[src/design/afeho_pkg.sv]
// afeho_pkg: constants for the scanner front-end host-side logic.
// assumes a single 100 MHz system clock; all pins sampled into it.
package afeho_pkg;
    localparam int unsigned CLK_MHZ = 100;
    localparam int unsigned DATA_W = 10;
    localparam int unsigned REG_NUM_W = 5;
    localparam int unsigned NUM_REGS = 32;
    localparam int unsigned LONG_CYCLES = 17;
    localparam int unsigned SHORT_CYCLES = 16;
    localparam int unsigned LONG_CANCEL_MAX = 15;
    localparam int unsigned SHORT_CANCEL_MAX = 14;
    localparam int unsigned LONG_OK_MAX = 25;
    localparam int unsigned SHORT_OK_MAX = 24;
    localparam int unsigned BIT_CNT_W = 6;
    // register numbers of the bank
    localparam logic [4:0] REG_POWER_SAVE = 5'h00;
    localparam logic [4:0] REG_DATA_CONTROL = 5'h03;
    localparam logic [4:0] REG_PIXEL_BOUNDARY = 5'h04;
    localparam logic [4:0] REG_BLACK_COUNT = 5'h05;
    localparam logic [4:0] REG_WHITE_COUNT_HI = 5'h06;
    localparam logic [4:0] REG_WHITE_COUNT_LO = 5'h07;
    localparam logic [4:0] REG_FRONTEND_CONTROL = 5'h0b;
    localparam logic [4:0] REG_OFFSET_RED = 5'h10;
    localparam logic [4:0] REG_OFFSET_GREEN = 5'h12;
    localparam logic [4:0] REG_OFFSET_BLUE = 5'h14;
    // power save register fields
    localparam int unsigned PS_TX_BIT = 0;
    localparam int unsigned PS_SHAPER_BIT = 1;
    // data control register fields
    localparam int unsigned DC_MUX_BIT = 0;
    localparam int unsigned DC_ORDER_BIT = 1;
    localparam int unsigned DC_AVG_BIT = 2;
    localparam int unsigned DC_NULL_R_BIT = 3;
    localparam int unsigned DC_NULL_G_BIT = 4;
    localparam int unsigned DC_NULL_B_BIT = 5;
    localparam int unsigned DC_START_BIT = 6;
    localparam int unsigned DC_TEST_LSB = 8;
    localparam logic [9:0] NULL_CODE = 10'h000;
    localparam logic [1:0] TP_OFF = 2'h0;
    localparam logic [1:0] TP_COLOUR = 2'h1;
    localparam logic [1:0] TP_COUNT = 2'h2;
    localparam logic [1:0] TP_FIXED = 2'h3;
    localparam logic [1:0] COLOUR_RED = 2'h0;
    localparam logic [1:0] COLOUR_GREEN = 2'h1;
    localparam logic [1:0] COLOUR_BLUE = 2'h2;
    localparam int unsigned PIX_CNT_W = 9;
    localparam int unsigned TX_SETTLE_MS = 10;
    localparam int unsigned TX_SETTLE_CYCLES = TX_SETTLE_MS * 1000 * CLK_MHZ;
    typedef enum logic [1:0] {AFEHO_BLACK, AFEHO_DUMMY, AFEHO_WHITE}
        afeho_zone_type;
endpackage

[src/design/afeho_sync.sv]
// afeho_sync: two-flop synchroniser for one asynchronous pin.
// assumes nothing of the pin beyond it being a level.
`timescale 1ns/100ps
module afeho_sync
(
    input wire logic clk,
    input wire logic nrst,
    input wire logic pin,
    output logic level
);
    logic meta_q;

    always_ff @(posedge clk or negedge nrst)
    begin
        if (!nrst)
        begin
            meta_q <= 1'b0;
            level <= 1'b0;
        end
        else
        begin
            meta_q <= pin;
            level <= meta_q;
        end
    end
endmodule

[src/design/afeho_top.sv]
// afeho_top: serial register port and image output path of the front end.
// assumes serial clock and conversion clock are far below clk/4.
`timescale 1ns/100ps
module afeho_top
#(
    parameter int unsigned SETTLE_CYCLES = afeho_pkg::TX_SETTLE_CYCLES
)
(
    input wire logic clk,
    input wire logic nrst,
    input wire logic serial_select_n,
    input wire logic serial_clock,
    input wire logic serial_in,
    output logic serial_out,
    output logic serial_out_en,
    input wire logic cycle_length_strap,
    input wire logic chip_id_strap,
    input wire logic conversion_clock,
    input wire logic sample_clock_two,
    input wire logic clamp_pin,
    input wire logic [afeho_pkg::DATA_W-1:0] red_odd,
    input wire logic [afeho_pkg::DATA_W-1:0] red_even,
    input wire logic [afeho_pkg::DATA_W-1:0] green_odd,
    input wire logic [afeho_pkg::DATA_W-1:0] green_even,
    input wire logic [afeho_pkg::DATA_W-1:0] blue_odd,
    input wire logic [afeho_pkg::DATA_W-1:0] blue_even,
    output logic [afeho_pkg::DATA_W-1:0] red_out,
    output logic [afeho_pkg::DATA_W-1:0] green_out,
    output logic [afeho_pkg::DATA_W-1:0] blue_out,
    output logic effective_pixel_tag,
    output logic dummy_pixel_tag,
    output logic optical_black_tag,
    output logic ck2_monitor,
    output logic clamp_monitor,
    output logic tx_sync_clock,
    output logic tx_enable,
    output logic tx_stable,
    output logic write_error
);
    import afeho_pkg::*;

    ////////////////////////////////////////////////////////////////////////
    // pin synchronisers
    logic cs_n_s, sck_s, sdi_s, cks_s, ck2_s, clmp_s;
    afeho_sync u_cs (.clk(clk), .nrst(nrst), .pin(serial_select_n),
        .level(cs_n_s));
    afeho_sync u_sck (.clk(clk), .nrst(nrst), .pin(serial_clock),
        .level(sck_s));
    afeho_sync u_sdi (.clk(clk), .nrst(nrst), .pin(serial_in),
        .level(sdi_s));
    afeho_sync u_ck (.clk(clk), .nrst(nrst), .pin(conversion_clock),
        .level(cks_s));
    afeho_sync u_ck2 (.clk(clk), .nrst(nrst), .pin(sample_clock_two),
        .level(ck2_s));
    afeho_sync u_clp (.clk(clk), .nrst(nrst), .pin(clamp_pin),
        .level(clmp_s));
    // straps are pins too; a mid-run change must not glitch the decode
    logic len_s, id_s;
    afeho_sync u_len (.clk(clk), .nrst(nrst), .pin(cycle_length_strap),
        .level(len_s));
    afeho_sync u_id (.clk(clk), .nrst(nrst), .pin(chip_id_strap),
        .level(id_s));

    logic sck_q, cks_q, cs_n_q;
    always_ff @(posedge clk or negedge nrst)
    begin
        if (!nrst)
        begin
            sck_q <= 1'b0;
            cks_q <= 1'b0;
            cs_n_q <= 1'b1;
        end
        else
        begin
            sck_q <= sck_s;
            cks_q <= cks_s;
            cs_n_q <= cs_n_s;
        end
    end
    wire sck_rise = sck_s & ~sck_q & ~cs_n_s;
    wire sck_fall = ~sck_s & sck_q & ~cs_n_s;
    wire cs_rise = cs_n_s & ~cs_n_q;
    wire ck_rise = cks_s & ~cks_q;
    wire ck_fall = ~cks_s & cks_q;

    ////////////////////////////////////////////////////////////////////////
    // serial port
    logic long_mode;
    assign long_mode = ~len_s;
    logic [BIT_CNT_W-1:0] bit_cnt_q;
    logic [15:0] shift_q;
    logic [7:0] reg_bank_q [NUM_REGS];
    logic [REG_NUM_W-1:0] addr_q;
    logic dir_read_q, id_ok_q;
    logic [BIT_CNT_W-1:0] hdr_len, total_len, ok_max;
    always_comb
    begin
        hdr_len = long_mode ? BIT_CNT_W'(7) : BIT_CNT_W'(6);
        total_len = long_mode ? BIT_CNT_W'(LONG_CYCLES)
                              : BIT_CNT_W'(SHORT_CYCLES);
        ok_max = long_mode ? BIT_CNT_W'(LONG_OK_MAX)
                           : BIT_CNT_W'(SHORT_OK_MAX);
    end

    always_ff @(posedge clk or negedge nrst)
    begin
        if (!nrst)
        begin
            bit_cnt_q <= '0;
            shift_q <= '0;
        end
        else if (cs_n_s)
            bit_cnt_q <= '0;
        else if (sck_rise)
        begin
            if (bit_cnt_q != '1)
                bit_cnt_q <= bit_cnt_q + 1'b1;
            shift_q <= {shift_q[14:0], sdi_s};
        end
    end

    // header decode: direction and chip id as their bits arrive, register number once it has fully arrived
    always_ff @(posedge clk or negedge nrst)
    begin
        if (!nrst)
        begin
            dir_read_q <= 1'b0;
            id_ok_q <= 1'b0;
            addr_q <= '0;
        end
        else if (sck_rise && bit_cnt_q == BIT_CNT_W'(0))
        begin
            dir_read_q <= sdi_s;
            id_ok_q <= ~long_mode;
        end
        else if (sck_rise && long_mode && bit_cnt_q == BIT_CNT_W'(1))
            id_ok_q <= (sdi_s == id_s);
        else if (sck_rise && bit_cnt_q == hdr_len - 1'b1)
            addr_q <= {shift_q[3:0], sdi_s};
    end

    // write lands on select rise with count in the accepted window
    logic [BIT_CNT_W-1:0] pend_cnt_q;
    logic [7:0] wdata_q;
    always_ff @(posedge clk or negedge nrst)
    begin
        if (!nrst)
            wdata_q <= '0;
        else if (sck_rise && bit_cnt_q == total_len - 1'b1)
            wdata_q <= {shift_q[6:0], sdi_s};
    end
    always_ff @(posedge clk or negedge nrst)
    begin
        if (!nrst)
            pend_cnt_q <= '0;
        else if (!cs_n_s)
            pend_cnt_q <= bit_cnt_q;
    end
    wire wr_ok = cs_rise && !dir_read_q && id_ok_q
        && pend_cnt_q >= total_len && pend_cnt_q <= ok_max;
    always_ff @(posedge clk or negedge nrst)
    begin
        if (!nrst)
        begin
            for (int i = 0; i < NUM_REGS; i++)
                reg_bank_q[i] <= 8'h00;
        end
        else if (wr_ok)
            reg_bank_q[addr_q] <= wdata_q;
    end
    always_ff @(posedge clk or negedge nrst)
    begin
        if (!nrst)
            write_error <= 1'b0;
        else if (cs_rise && !dir_read_q && id_ok_q)
            write_error <= pend_cnt_q > ok_max;
    end

    // read data leaves on falling serial clock during data phase
    always_ff @(posedge clk or negedge nrst)
    begin
        if (!nrst)
        begin
            serial_out <= 1'b0;
            serial_out_en <= 1'b0;
        end
        else if (cs_n_s)
            serial_out_en <= 1'b0;
        else if (sck_fall && dir_read_q && id_ok_q
                 && bit_cnt_q >= hdr_len && bit_cnt_q < total_len)
        begin
            serial_out_en <= 1'b1;
            serial_out <= reg_bank_q[addr_q][3'(total_len - 1'b1
                - bit_cnt_q)];
        end
    end

    ////////////////////////////////////////////////////////////////////////
    // control fields
    logic [7:0] dc;
    logic mux_en, order_even, avg_en, line_go;
    logic [1:0] tpat;
    assign dc = reg_bank_q[REG_DATA_CONTROL];
    assign mux_en = dc[DC_MUX_BIT];
    assign order_even = dc[DC_ORDER_BIT];
    assign avg_en = dc[DC_AVG_BIT];
    assign line_go = dc[DC_START_BIT];
    assign tpat = dc[DC_TEST_LSB-1 -: 2];
    wire tx_off = reg_bank_q[REG_POWER_SAVE][PS_TX_BIT];
    wire [15:0] white_cnt = {reg_bank_q[REG_WHITE_COUNT_HI],
                             reg_bank_q[REG_WHITE_COUNT_LO]};

    ////////////////////////////////////////////////////////////////////////
    // line monitor and pixel counter
    logic [15:0] pix_q;
    logic first_q;
    afeho_zone_type zone;
    always_ff @(posedge clk or negedge nrst)
    begin
        if (!nrst)
        begin
            pix_q <= '0;
            first_q <= 1'b1;
        end
        else if (!line_go)
        begin
            pix_q <= '0;
            first_q <= 1'b1;
        end
        else if (ck_rise)
        begin
            first_q <= 1'b0;
            pix_q <= (pix_q >= 16'(reg_bank_q[REG_PIXEL_BOUNDARY])
                + 16'(reg_bank_q[REG_BLACK_COUNT]) + white_cnt)
                ? '0 : pix_q + 1'b1;
        end
    end
    always_comb
    begin
        if (pix_q < 16'(reg_bank_q[REG_PIXEL_BOUNDARY]))
            zone = AFEHO_BLACK;
        else if (pix_q < 16'(reg_bank_q[REG_PIXEL_BOUNDARY])
                 + 16'(reg_bank_q[REG_BLACK_COUNT]))
            zone = AFEHO_DUMMY;
        else
            zone = AFEHO_WHITE;
    end

    ////////////////////////////////////////////////////////////////////////
    // sample choice per colour
    function automatic logic [9:0] pick(input logic [9:0] odd_s,
        input logic [9:0] even_s, input logic hi_phase,
        input logic nulled, input logic [1:0] colour,
        input logic [9:0] ofs, input logic [8:0] cnt);
        logic odd_slot;
        logic [10:0] sum;
        odd_slot = mux_en ? (hi_phase ^ order_even) : ~order_even;
        sum = {1'b0, odd_s} + {1'b0, even_s};
        if (nulled)
            pick = NULL_CODE;
        else if (tpat == TP_COUNT)
            pick = {cnt, ~odd_slot};
        else if (tpat == TP_COLOUR)
            pick = {colour, cnt[6:0], ~odd_slot};
        else if (tpat == TP_FIXED)
            pick = ofs;
        else if (avg_en)
            pick = sum[10:1];
        else
            pick = odd_slot ? odd_s : even_s;
    endfunction

    wire [8:0] cnt9 = pix_q[8:0];
    wire [9:0] ofs_r = {2'b00, reg_bank_q[REG_OFFSET_RED]};
    wire [9:0] ofs_g = {2'b00, reg_bank_q[REG_OFFSET_GREEN]};
    wire [9:0] ofs_b = {2'b00, reg_bank_q[REG_OFFSET_BLUE]};

    ////////////////////////////////////////////////////////////////////////
    // transmitter settle timer
    logic [31:0] settle_q;
    always_ff @(posedge clk or negedge nrst)
    begin
        if (!nrst)
        begin
            settle_q <= '0;
            tx_stable <= 1'b0;
        end
        else if (tx_off)
        begin
            settle_q <= '0;
            tx_stable <= 1'b0;
        end
        else if (settle_q < SETTLE_CYCLES)
            settle_q <= settle_q + 1'b1;
        else
            tx_stable <= 1'b1;
    end

    ////////////////////////////////////////////////////////////////////////
    // output lanes, updated on each conversion clock edge while the transmitter is on
    always_ff @(posedge clk or negedge nrst)
    begin
        if (!nrst)
        begin
            red_out <= NULL_CODE;
            green_out <= NULL_CODE;
            blue_out <= NULL_CODE;
            effective_pixel_tag <= 1'b0;
            dummy_pixel_tag <= 1'b0;
            optical_black_tag <= 1'b0;
            ck2_monitor <= 1'b0;
            clamp_monitor <= 1'b0;
            tx_sync_clock <= 1'b0;
            tx_enable <= 1'b0;
        end
        else
        begin
            tx_enable <= ~tx_off;
            if (tx_off)
                tx_sync_clock <= 1'b0;
            else if (ck_rise || ck_fall)
            begin
                tx_sync_clock <= cks_s;
                red_out <= pick(red_odd, red_even, cks_s,
                    dc[DC_NULL_R_BIT], COLOUR_RED, ofs_r, cnt9);
                green_out <= pick(green_odd, green_even, cks_s,
                    dc[DC_NULL_G_BIT], COLOUR_GREEN, ofs_g, cnt9);
                blue_out <= pick(blue_odd, blue_even, cks_s,
                    dc[DC_NULL_B_BIT], COLOUR_BLUE, ofs_b, cnt9);
                effective_pixel_tag <= line_go && zone == AFEHO_WHITE;
                dummy_pixel_tag <= line_go && zone == AFEHO_DUMMY;
                optical_black_tag <= line_go && zone == AFEHO_BLACK;
                ck2_monitor <= ck2_s;
                clamp_monitor <= clmp_s;
            end
        end
    end

    ////////////////////////////////////////////////////////////////////////
    // checks
    null_red_a: assert property (@(posedge clk) disable iff (!nrst)
        (dc[DC_NULL_R_BIT] && !tx_off && ck_rise) |=> red_out == NULL_CODE)
        else $error("red null not honoured");
    bit_clear_a: assert property (@(posedge clk) disable iff (!nrst)
        cs_n_s |=> bit_cnt_q == '0)
        else $error("bit counter not cleared");
    short_drop_a: assert property (@(posedge clk) disable iff (!nrst)
        (cs_rise && !dir_read_q && pend_cnt_q < total_len)
        |=> reg_bank_q[addr_q] == $past(reg_bank_q[addr_q]))
        else $error("short write landed");
    id_gate_a: assert property (@(posedge clk) disable iff (!nrst)
        (cs_rise && !id_ok_q) |=> $stable(write_error))
        else $error("foreign chip access acted");
    tx_stop_a: assert property (@(posedge clk) disable iff (!nrst)
        tx_off |=> !tx_enable && !tx_sync_clock)
        else $error("transmitter runs while off");
    line_idle_a: assert property (@(posedge clk) disable iff (!nrst)
        !line_go |=> pix_q == '0)
        else $error("counter runs without start");
    tag_one_a: assert property (@(posedge clk) disable iff (!nrst)
        $onehot0({effective_pixel_tag, dummy_pixel_tag, optical_black_tag}))
        else $error("pixel tags overlap");
    fixed_pat_a: assert property (@(posedge clk) disable iff (!nrst)
        (tpat == TP_FIXED && !dc[DC_NULL_G_BIT] && !tx_off && ck_rise
         && $stable(ofs_g)) |=> green_out == ofs_g)
        else $error("fixed pattern wrong");
endmodule

[config.mk]
export PLATFORM = sky130hd
export DESIGN_NAME = afeho_top
export DESIGN_NICKNAME = d
export VERILOG_FILES = /design/src/design/afeho_pkg.sv /design/src/design/afeho_sync.sv /design/src/design/afeho_top.sv
export SDC_FILE = /design/constraint.sdc
export NUM_CORES = 1
export LEC_CHECK = 0
export ABC_CLOCK_PERIOD_IN_PS = 4900
export BUFFER_PORTS_ARGS = -buffer_cell sky130_fd_sc_hd__buf_2
export CORE_ASPECT_RATIO = 2
export CORE_MARGIN = 2
export CORE_UTILIZATION = 50
export DETAILED_ROUTE_END_ITERATION = 8
export HOLD_SLACK_MARGIN = 0.15
export PLACE_DENSITY = 0.7
export SYNTH_ARGS = -nofsm -noshare
export SYNTH_HDL_FRONTEND = slang
export SYNTH_HIERARCHICAL = 1
export SYNTH_SLANG_ARGS = --single-unit
[constraint.sdc]
create_clock -name clk -period 4.9 [get_ports clk]
set_clock_uncertainty 0.2 [all_clocks]
set_input_delay 0.98 -clock clk [delete_from_list [all_inputs] [get_ports clk]]
set_output_delay 0.98 -clock clk [all_outputs]
set_load 0.01 [all_outputs]
Yosys cells after proc, flatten, opt, wreduce, memory -nomap -nowiden
Cells that the tools add are included.

$add $sub $neg: 11. Order comparisons: 12. Eq/ne operators: 12. Mux-type cells: 48. Bitwise gates (word level): 21. Reduce and logical (&&, ||, !) cells: 32.

Operators by type and width (number): $bwmux 256 (1); $mux 10 (18); $mux 32 (2); $mux 16 (3); $bmux 8 s5 (1); $demux 8 s5 (1); $add 10x10->11 (3); $add 32x1->32 const B (1); $lt 32x20->1 const B (1); $mux 8 (3); $mux 6 (3); $logic_and 1x1->1 (17); $add 16x1->16 const B (1); $add 16x16->16 (1); $ge 16x16->1 (1); $lt 16x8->1 (1); $lt 16x9->1 (1); $mux 1 (13); $eq 6x6->1 (2); $not 1->1 (12); $reduce_bool 2->1 (6); $add 8x8->9 (1); $reduce_and 2->1 (4); $and 1x1->1 (7); other kinds (27) (32).

Flip-flop bits (word level): 398.

Logic depth before layout (Yosys ltp)
Gate-level depths: netlist (run 1).

Word-level depth: 9. Gate-level depth with buffers: 25. Gate-level depth less buffers: 23.

By module
The synthesis (run 1) kept the hierarchy.

Modules (own cells, without submodules): afeho_top (times used 1, cells an instance 1864, area each 21649.5 um^2, sequential area each 9560.4 um^2); afeho_sync (times used 8, cells an instance 2, area each 50.0 um^2, sequential area each 50.0 um^2).

Worst setup path before layout (run 1)
Ideal clock, no wire load.

Kind: flip-flop to flip-flop. From: reg reg_bank_q[208] (netlist bit). To: reg pix_q[8]. Setup time: 0.083 ns. Data arrival time: 4.641 ns. Setup slack: -0.023 ns. Cell stages (with the launch flop): 24. Period minus slack after synthesis: 4.923 ns. Path through: dfrtp_1 -> ha_1 -> fa_1 -> a21oi_1 -> nor2_1 -> nor2_1 -> o21bai_1 -> a21oi_1 -> xnor2_1 -> ha_1 -> a21o_1 -> a31oi_1 -> o21bai_1 -> a21oi_1 -> nor4bb_1 -> xnor2_1 -> ha_1 -> a21o_1 -> a21oi_1 -> nor2b_1 -> nor3_1 -> clkbuf_1 -> nand2_1 -> o21ai_0.

Cells in the longest elaborated chain, start to end: 6.

RTL lines: start, declared (line afeho_top.sv:92) `logic [7:0] reg_bank_q [NUM_REGS];`; start signal, assigned by index (line afeho_top.sv:169) `reg_bank_q[addr_q] <= wdata_q;`; $add 8x8->9 (line afeho_top.sv:234) `+ 16'(reg_bank_q[REG_BLACK_COUNT]) + white_cnt)`; $add 16x16->16 (line afeho_top.sv:234); $ge 16x16->1 (line afeho_top.sv:233) `pix_q <= (pix_q >= 16'(reg_bank_q[REG_PIXEL_BOUNDARY])`; $mux 16 (line afeho_top.sv:235) `? '0 : pix_q + 1'b1;`; $mux 16 (line afeho_top.sv:230) `else if (ck_rise)`; $mux 16 (line afeho_top.sv:225) `else if (!line_go)`; end signal, assigned (line afeho_top.sv:233); end, declared (line afeho_top.sv:215) `logic [15:0] pix_q;`.

No other way between the ends. The select of a mux whose other input is x is not followed. A chain may end at the register's enable or synchronous reset.

Worst setup path after layout (run 1)
From: reg reg_bank_q[208] (netlist bit). To: reg pix_q[3].

The elaborated chain is that of the path after synthesis.

==> results.sh, run 1 <==
export IMPL_fmax_mhz=207
export IMPL_critical_path_max_stage_delay_ns=0.56
export IMPL_vias=15400
export IMPL_synth_edf_count=0
export IMPL_htreeDepth=2
export IMPL_cp_max_fo=26
export IMPL_drtIter0Drc=908
export IMPL_layout_nets=2135
export IMPL_fin_area_um2=24600
export IMPL_num_rows=108
export IMPL_num_antenna_cells=0
export IMPL_wirelength_um=57900
export IMPL_power_density_nw_per_um2=279
export IMPL_async_reset_ff_share_pct=100
export IMPL_drtPass1Iterations=5
export IMPL_leakage_nw=11.6
export IMPL_ys_types=88
export IMPL_critPathLaunch="reg_bank_q[208]"
export IMPL_path_cells="ha_2, fa_2, a21oi_2, nor2_1, nor2_1, o21bai_1, a21oi_2, xnor2_2, ha_1, a21o_1, a31oi_2, o21bai_1, a21oi_2, buf_4, nor2_1, xnor2_1, ha_1, a21o_1, a41oi_1, or4b_4, buf_12, a31oi_2, mux2i_1"
export IMPL_max_cap_violations=0
export IMPL_synth_common_cells="dfrtp_1, mux2_2, a21oi_1"
export IMPL_synth_xor_area_share_pct=2.66
export IMPL_area_growth_pct=11.4
export IMPL_yosysWarnings=6
export IMPL_min_from="u_clp/meta_q"
export IMPL_clock_latency_ns=0.54
export IMPL_synth_most_common_cell="dfrtp_1"
export IMPL_core_area_um2=43500
export IMPL_synth_area_leaders="dfrtp_1, mux2_2, ha_1"
export IMPL_multi_input_area_um2=11500
export IMPL_synth_simple_area_share_pct=10.5
export IMPL_rsz0062_at_grt="true"
export IMPL_drc=0
export IMPL_cp_data_arrival_time_ns=5.04
export IMPL_die_w_um=152
export IMPL_synth_top_area_cell="dfrtp_1"
export IMPL_hpwl_um=42200
export IMPL_muxShareOfSynthArea_pct=23.0
export IMPL_max_slew_margin_pct=16.8
export IMPL_cts_root_buffer="clkbuf_16"
export IMPL_wl_per_cell_um=22.7
export IMPL_post_synth_cell_area_avg_um2=11.7
export IMPL_path_clk_slew_ns=0.07
export IMPL_grt_pass1_vias=16400
export IMPL_cts_buffer_depth=3
export IMPL_setup_tns_ns=0
export IMPL_start_util_pct=50.7
export IMPL_cts_tree="done"
export IMPL_antenna_left=0
export IMPL_cts_num_sinks=398
export IMPL_synthAdderAreaFrac_pct=5.48
export IMPL_whs_ns=0.154
export IMPL_numCtsBuffers=36
export IMPL_finalCritPeriodShare_pct=98.8
export IMPL_worst_setup_path_type="flip-flop to flip-flop"
export IMPL_viasPerCell=6.05
export IMPL_synthFlopType="dfrtp_1"
export IMPL_synth_cells=1880
export IMPL_hp_class="flip-flop to flip-flop"
export IMPL_tightest_slew_ns=1.25
export IMPL_fin_crit_ns=4.84
export IMPL_ys_seq_elements=398
export IMPL_required_ns=5.10
export IMPL_synth_top_area_share_pct=45.1
export IMPL_ioPinCount=111
export IMPL_critPathSlowestCell="or4b_4"
export IMPL_grt_pass1_wl_um=91400
export IMPL_vdd_ir_drop_max_mv=0.308
export IMPL_synth_compound_area_share_pct=9.82
export IMPL_fp_dieArea_um2=45900
export IMPL_synth_seq_area_share_pct=45.2
export IMPL_numPortBuffers=110
export IMPL_die_h_um=301
export IMPL_drive_gt1_share_pct=31.0
export IMPL_synth_top_family_by_area="multiplexers"
export IMPL_startpoint_type="flip-flop"
export IMPL_fill_cells=3651
export IMPL_worst_setup_path_end_kind="flip-flop"
export IMPL_setup_viol=0
export IMPL_grt_max_degree=125
export IMPL_report_final_slew_viol_count=0
export IMPL_place_congestion=0.923
export IMPL_grt_overflow_total=0
export IMPL_final_hold_viol_count=0
export IMPL_rr_startpoint="reg_bank_q[208]"
export IMPL_antenna_found_initial=0
export IMPL_status="finished, final reports clean"
export IMPL_final_seq_area_um2=9970
export IMPL_placed_area_um2=23200
export IMPL_grt_usage_pct=25.3
export IMPL_synth_area_um2=22000
export IMPL_syn_num_nets=2043
-- worst paths after layout --
path	slack, ns	end	depth (start not counted)
min in group asynchronous	0.20	settle_q[20]	1
worst max-delay path	0.06	pix_q[3]	23
worst max register to register	0.06	pix_q[3]	23
worst min-delay path	0.15	u_clp/level	0
worst min register to register	0.15	u_clp/level	0
max in group asynchronous	3.17	addr_q[1]	2
-- registers in the layout (all words and copies together), names as in the netlist, 7 cells and up --
signal / cells
green_out: 10
red_out: 10
shift_q: 7
dc: 8
ofs_g: 8
ofs_b: 8
settle_q: 32
reg_bank_q: 224
ofs_r: 8
pix_q: 16
wdata_q: 8
blue_out: 10
-- through the flow --
stage          power [mW]  util [%]  setup WS [ns]  cells
6_report             6.86      56.5         0.0607   2548
4_1_cts              6.93      56.3       0.000619   2547
5_1_grt              7.10      56.5         -0.235   2548
3_5_place_dp         4.00      53.3         -0.216   2479
3_3_place_gp         3.98      53.3        -0.0979   2479
2_1_floorplan        3.75         -         0.0363   1880
-- cells by family (layout without fill, tap and decap cells) --
family | Yosys count | after routing
muxes | 411 | 411
and+or+nand+nor | 404 | 404
DFF | 398 | 398
AOI/OAI and AO/OA | 337 | 337
buffers and inverters | 171 | 289
adders and majority gates | 93 | 93
xor gates and xnor gates | 66 | 66
-- worst max-delay path: cells and delay by family, from the launching register on --
| family | cells | cell delay, ns |
|---|---|---|
| AO/OA/AOI/OAI | 10 | 1.51 |
| buffers and inverters | 2 | 0.35 |
| multiplexers | 1 | 0.09 |
| flip-flops | 1 | 0.38 |
| XOR/XNOR | 2 | 0.26 |
| adder cells (fa/ha/maj) | 4 | 1.11 |
| AND/OR/NAND/NOR | 4 | 0.80 |
-- per-layer routing --
layer / up-vias / GRT usage (%) / wire length [um]
met5: - / 0 / 0
li1: 7026 / - / -
met1: 7758 / 27.1 / 20600
met4: 0 / 17.5 / 4580
met2: 446 / 46.4 / 30500
met3: 183 / 2.62 / 2170
-- report_power, final --
| part | leakage, nW | internal [mW] | switching (mW) |
|---|---|---|---|
| logic | 5.59 | 0.206 | 0.300 |
| registers | 5.41 | 3.37 | 0.0625 |
| clock network | 0.601 | 1.64 | 1.29 |
-- placed cells by master (no fill, tap or decap), types with 8 or more instances in the layout --
cell type and n:
dfrtp_1 394, mux2_2 276, buf_2 109, nand2_1 102
a21oi_1 98, nor2_1 93, ha_1 85, mux2i_1 79
o21ai_0 64, inv_1 63, mux4_2 46, buf_4 44
clkbuf_16 37, xnor2_1 34, nand3_1 33, xor2_1 30
nor2b_1 25, a21o_1 24, nor3_1 18, nand2b_1 17
a31oi_1 16, nor2_4 16, nand4_1 13, nor4_1 12
o211ai_1 11, and3_1 11, o21ai_1 10, o21bai_1 10
clkbuf_8 9, and2_1 8, or2_2 8, a2111oi_0 8
nor2_8 8, mux2_4 8
-- what timing repair did --
| item | CTS | global route |
|---|---|---|
| endpoints found under the setup margin | 16 | 16 |
| resized for setup | 10 | 16 |
| pin swaps | 4 | 8 |
| hold buffers | 3 | 0 |
| endpoints found under the hold margin | 3 | 0 |
| setup buffers | 1 | 1 |
-- area by class of cell --
| cell class | instances | share of cell area [%] |
|---|---|---|
| Clock buffer | 50 | 4.33 |
| Sequential cell | 398 | 40.6 |
| Clock inverter | 14 | 0.586 |
| Tap cell | 550 | 2.80 |
| Timing Repair Buffer | 161 | 4.07 |
| Inverter | 64 | 0.978 |
| Multi-Input combinational cell | 1311 | 46.7 |
Power figures use the tool's default switching activity.
==> run 2, diff against run 1 <==
Settings changed: CTS_BUF_LIST set to sky130_fd_sc_hd__clkbuf_4 sky130_fd_sc_hd__clkbuf_8, SLEW_MARGIN set to 20, TNS_END_PERCENT set to 100.
==> run 2 against run 1 <==
Compared with the run above:
- flip-flop and latch count stayed put
- sequential share of layout area hardly changed
- wire length is 0.21% higher
- largest cell class unchanged
- critical path type unchanged
- total power is 2.7% lower
==> results.sh, run 2 (synthesis results as in run 1) <==
export IMPL_setup_viol=0
export IMPL_die_w_um=152
export IMPL_start_util_pct=50.7
export IMPL_final_seq_area_um2=9970
export IMPL_numPortBuffers=110
export IMPL_status="finished, final reports clean"
export IMPL_utilization_pct=56.4
export IMPL_drive_gt1_share_pct=32.6
export IMPL_power_density_nw_per_um2=272
export IMPL_reg2reg_depth=23
export IMPL_final_cell_mix="dfrtp_1, mux2_2, buf_2"
export IMPL_hold_path_cell_count=0
export IMPL_cts_tree="done"
export IMPL_grt_use_met1_pct=26.7
export IMPL_fmax_mhz=207
export IMPL_ioPinCount=111
export IMPL_hp_class="flip-flop to flip-flop"
export IMPL_path_clk_slew_ns=0.07
export IMPL_fp_dieArea_um2=45900
export IMPL_sw_frac_of_total_pct=24.8
export IMPL_seq_power_share_pct=51.4
export IMPL_final_hold_viol_count=0
export IMPL_layout_nets=2156
export IMPL_place_congestion=0.923
export IMPL_area_growth_pct=11.4
export IMPL_cts_num_sinks=398
export IMPL_fill_cells=3667
export IMPL_wirelength_um=58000
export IMPL_dp_slack_ns=-0.216
export IMPL_grt_pass1_vias=16600
export IMPL_required_ns=5.19
export IMPL_htreeDepth=2
export IMPL_wl_per_cell_um=22.4
export IMPL_vias=15600
export IMPL_cp_max_fo=26
export IMPL_antenna_found_initial=1
export IMPL_die_h_um=301
export IMPL_clkPwrFrac_pct=41.1
export IMPL_report_final_slew_viol_count=0
export IMPL_worst_setup_path_type="flip-flop to flip-flop"
export IMPL_max_slew_margin_pct=40.0
export IMPL_max_cap_violations=0
export IMPL_rsz0062_at_grt="true"
export IMPL_cp_data_arrival_time_ns=5.12
export IMPL_cts_root_buffer="clkbuf_8"
export IMPL_drtPass1Iterations=5
export IMPL_grt_pass1_wl_um=91700
export IMPL_finalCritPeriodShare_pct=98.6
export IMPL_drc=0
export IMPL_hpwl_um=42200
export IMPL_startpoint_type="flip-flop"
export IMPL_antenna_left=0
export IMPL_grt_use_met2_pct=46.7
export IMPL_tightest_slew_ns=0.900
export IMPL_grt_max_degree=125
export IMPL_mostFrequentLayoutCell="dfrtp_1"
export IMPL_grt_overflow_total=0
export IMPL_core_area_um2=43500
export IMPL_multi_input_area_um2=11500
export IMPL_numCtsBuffers=56
export IMPL_top_regs="reg_bank_q: 224 flops, settle_q: 32 flops, pix_q: 16 flops"
export IMPL_pwr_share_comb_pct=7.6
export IMPL_clock_latency_ns=0.63
export IMPL_num_rows=108
export IMPL_cts_buffer_depth=3
export IMPL_largest_reg_flops=224
export IMPL_top_register="reg_bank_q"
export IMPL_worst_setup_path_end_kind="flip-flop"
export IMPL_top_usage_layer="met2"
export IMPL_grt_usage_pct=25.4
export IMPL_leakage_nw=11.6
export IMPL_whs_ns=0.148
export IMPL_vdd_ir_drop_max_mv=0.193
export IMPL_fin_crit_ns=4.83
export IMPL_p_switching_mw=1.66
export IMPL_drtIter0Drc=853
export IMPL_globalRouteMet3Util_pct=2.78
export IMPL_viasPerCell=6.03
export IMPL_internal_power_mw=5.02
export IMPL_setup_slack_ns=0.0689
run 2: layout make-up:
class | count | share of cell area (%)
Tap cell | 550 | 2.80
Antenna cell | 1 | 0.0102
Sequential cell | 398 | 40.6
Timing Repair Buffer | 162 | 4.10
Clock inverter | 20 | 0.555
Multi-Input combinational cell | 1311 | 46.7
Inverter | 64 | 0.978
Clock buffer | 82 | 4.32
run 2: critical path: stages (launching register included):
cell	delay, ns
dfrtp_1	0.39
ha_2	0.20
fa_2	0.35
a21oi_2	0.13
nor2_1	0.05
nor2_1	0.13
o21bai_1	0.10
a21oi_2	0.18
xnor2_1	0.16
ha_1	0.27
a21o_1	0.20
a31oi_2	0.17
o21bai_1	0.10
a21oi_2	0.17
buf_4	0.16
nor2_1	0.05
xnor2_1	0.12
ha_1	0.30
a21o_1	0.18
a41oi_1	0.07
or4b_4	0.57
buf_12	0.18
a31oi_2	0.16
mux2i_1	0.09
run 2: final timing paths:
| kind | startpoint | end | slack (ns) |
|---|---|---|---|
| min in group asynchronous | nrst | settle_q[3] | 0.70 |
| worst min register to register | u_len/meta_q | u_len/level | 0.15 |
| worst max-delay path | reg_bank_q[208] | pix_q[3] | 0.07 |
| max in group asynchronous | nrst | addr_q[1] | 2.64 |
| worst min-delay path | u_len/meta_q | u_len/level | 0.15 |
| worst max register to register | reg_bank_q[208] | pix_q[3] | 0.07 |
run 2: stage by stage:
step	total power, mW	instances	TNS [ns]	instance area, um^2
floorplan	3.75	1880	0	22100
global placement	3.98	2479	-0.712	23200
detailed placement	4.00	2479	-2.60	23200
CTS	6.76	2586	0	24500
global route	6.95	2588	-2.88	24600
finish	6.68	2588	0	24600
run 2: metal layers:
metal	up-vias	wire length, um
li1	7081	-
met2	479	30700
met5	-	0
met3	192	2160
met4	0	4710
met1	7864	20400
run 2: repair_timing:
action,in CTS,in global routing
endpoints found under the hold margin,68,0
setup endpoints to repair,16,16
gates resized for setup,10,15
buffers inserted,3,1
pin swaps,7,9
hold buffers,2,0
run 2: power by group through the flow:
| stage | clock [mW] | sequential (mW) | combinational (mW) |
|---|---|---|---|
| CTS | 2.82 | 3.43 | 0.511 |
| finish | 2.74 | 3.43 | 0.506 |
| global route | 2.95 | 3.44 | 0.563 |
| detailed placement | 0 | 3.49 | 0.507 |
| global placement | 0 | 3.49 | 0.491 |
| floorplan | 0 | 3.49 | 0.262 |
==> run 3, diff against run 2 <==
Settings changed: CORE_UTILIZATION 50 to 45, PLACE_DENSITY 0.7 to not set.
==> run 3 against run 2 <==
Compared with the run above:
- highest routed layer unchanged
- largest cell class unchanged
- the flow now finishes with violations (negative setup slack)
- clock power rose by 12%
- hold slack improved by 0.00070 ns
- clock-buffer cell count increased by 10
- maximum frequency shrank 2.2%
- critical path depth did not move
- flip-flop and latch count unchanged
- cell area up 2.1%
==> results.sh, run 3 (synthesis results as in run 1) <==
export IMPL_status="finished with violations"
export IMPL_violations="negative setup slack"
export IMPL_critPathSlowestCell="or4b_4"
export IMPL_setup_viol=9
export IMPL_hpwl_um=45300
export IMPL_die_h_um=317
export IMPL_max_cap_violations=0
export IMPL_seq_power_share_pct=48.9
export IMPL_fin_area_um2=25100
export IMPL_final_hold_viol_count=0
export IMPL_finalCritPeriodShare_pct=101
export IMPL_layout_nets=2170
export IMPL_cts_tree="done"
export IMPL_grt_use_met2_pct=47.8
export IMPL_cts_root_buffer="clkbuf_8"
export IMPL_antenna_found_initial=1
export IMPL_cp_max_fo=7
export IMPL_tightest_slew_ns=0.969
export IMPL_worst_setup_path_end_kind="flip-flop"
export IMPL_top_usage_layer="met2"
export IMPL_setup_tns_ns=-0.180
export IMPL_grt_max_degree=86
export IMPL_max_slew_margin_pct=35.4
export IMPL_top_register="reg_bank_q"
export IMPL_min_from="u_len/meta_q"
export IMPL_hold_path_cell_count=0
export IMPL_grt_overflow_total=0
export IMPL_rr_startpoint="reg_bank_q[208]"
export IMPL_reg2reg_slack_ns=-0.04
export IMPL_globalRouteMet3Util_pct=2.79
export IMPL_worst_setup_path_type="flip-flop to flip-flop"
export IMPL_num_rows=114
export IMPL_start_util_pct=45.6
export IMPL_fp_dieArea_um2=50900
export IMPL_setup_slack_ns=-0.0411
export IMPL_top_regs="reg_bank_q: 224 flops, settle_q: 32 flops, pix_q: 16 flops"
export IMPL_report_final_slew_viol_count=0
export IMPL_total_power_mw=7.01
export IMPL_sw_frac_of_total_pct=24.5
export IMPL_clock_latency_ns=0.66
export IMPL_place_congestion=0.903
export IMPL_cp_data_arrival_time_ns=5.25
export IMPL_internal_power_mw=5.29
export IMPL_leakage_nw=11.8
export IMPL_path_cells="ha_2, fa_2, a21oi_2, nor2_2, nor2_2, o21bai_1, a21oi_2, xnor2_2, ha_1, a21o_1, a31oi_2, o21bai_1, a21oi_2, buf_6, nor2_1, xnor2_1, ha_1, a21o_1, a41oi_2, or4b_4, buf_12, a31oi_4, mux2i_1"
export IMPL_path_clk_slew_ns=0.07
export IMPL_placed_area_um2=23400
export IMPL_pwr_share_comb_pct=7.4
export IMPL_cts_num_sinks=398
export IMPL_fill_cells=4278
export IMPL_p_switching_mw=1.72
export IMPL_required_ns=5.21
export IMPL_hp_class="flip-flop to flip-flop"
export IMPL_grt_pass1_vias=16200
export IMPL_largest_reg_flops=224
export IMPL_dp_slack_ns=-0.248
export IMPL_grt_pass1_wl_um=95500
export IMPL_startpoint_type="flip-flop"
export IMPL_antenna_left=0
export IMPL_reg2reg_to="pix_q[3]"
export IMPL_fmax_mhz=202
export IMPL_grt_usage_pct=24.4
export IMPL_wl_per_cell_um=23.0
export IMPL_drive_gt1_share_pct=33.9
export IMPL_power_density_nw_per_um2=280
export IMPL_numPortBuffers=110
export IMPL_numCtsBuffers=58
export IMPL_wirelength_um=62000
export IMPL_drtIter0Drc=937
export IMPL_rsz0062_at_grt="true"
export IMPL_critical_path_max_stage_delay_ns=0.62
export IMPL_fin_crit_ns=4.94
export IMPL_crit_top_cell="a21oi_2"
export IMPL_area_growth_pct=13.7
export IMPL_vias=15600
export IMPL_clkPwrFrac_pct=43.7
export IMPL_drtPass1Iterations=7
export IMPL_die_w_um=161
export IMPL_dp_cells=2574
export IMPL_ioPinCount=111
export IMPL_final_cell_mix="dfrtp_1, mux2_2, buf_2"
export IMPL_grt_use_met1_pct=25.4
export IMPL_viasPerCell=5.78
export IMPL_htreeDepth=2
export IMPL_hold_path_end="u_len/level"
export IMPL_mostFrequentLayoutCell="dfrtp_1"
export IMPL_core_area_um2=48400
export IMPL_instances_no_fill=2692
export IMPL_vdd_ir_drop_max_mv=0.227
export IMPL_cts_buffer_depth=3
export IMPL_drc=0
export IMPL_reg2reg_depth=23
==> run 3: how the worst max path moves through the flow <==
| stage | from | end | slack (ns) | cells past startpoint |
|---|---|---|---|---|
| 2_1_floorplan | reg_bank_q[208] | pix_q[1] | 0.04 | 23 |
| 3_3_place_gp | reg_bank_q[208] | pix_q[3] | -0.13 | 23 |
| 3_5_place_dp | reg_bank_q[208] | pix_q[3] | -0.25 | 22 |
| 4_1_cts | reg_bank_q[208] | pix_q[3] | 0.008 | 24 |
| 5_1_grt | reg_bank_q[208] | pix_q[11] | -0.23 | 24 |
| 6_report | reg_bank_q[208] | pix_q[3] | -0.04 | 23 |
==> run 3: critical path: cells and delay by family, from the launching register on <==
kind	cells	cell delay, ns
compound gates	10	1.53
mux	1	0.09
buf+inv	2	0.32
fa+ha+maj	4	1.13
flops	1	0.38
xor+xnor	2	0.26
simple gates	4	0.88
==> run 3: metrics by stage <==
stage,util (%),hold slack (ns)
final,51.8,0.149
after global routing,51.8,0.157
after CTS,51.3,0.151
after detailed placement,48.4,0.135
after global placement,48.4,0.132
after floorplan,-,0.131
==> run 3: per-layer routing <==
metal | wire [um] | share of wire, %
met4 | 3420 | 5.5
met5 | 0 | 0
met3 | 2130 | 3.4
met2 | 34400 | 56
met1 | 22000 | 36
==> run 3: what timing repair did <==
action                                 in CTS  in global routing
hold buffers                                1                  0
gates cloned                                0                  2
endpoints found under the hold margin      15                  0
pin swaps                                   3                 17
buffers inserted                            0                  8
setup endpoints to repair                  16                 16
resized for setup                          13                 32
==> run 3: power groups by stage <==
stage	logic, mW	registers, mW	clock network, mW
final	0.517	3.43	3.06
after CTS	0.525	3.43	3.13
after global placement	0.511	3.49	0
after floorplan	0.262	3.49	0
after detailed placement	0.521	3.49	0
after global routing	0.579	3.44	3.27
==> run 3: final cells by class <==
| type | instances | area [um^2] | share of cell area, % |
|---|---|---|---|
| multi-input cells | 1311 | 11600 | 46.1 |
| inverters | 64 | 240 | 0.958 |
| clock inverters | 14 | 181 | 0.724 |
| well taps | 638 | 798 | 3.18 |
| flip-flops and latches | 398 | 9970 | 39.8 |
| clock buffers | 92 | 1160 | 4.63 |
| diodes | 1 | 2.50 | 0.00998 |
| repair buffers | 174 | 1160 | 4.63 |
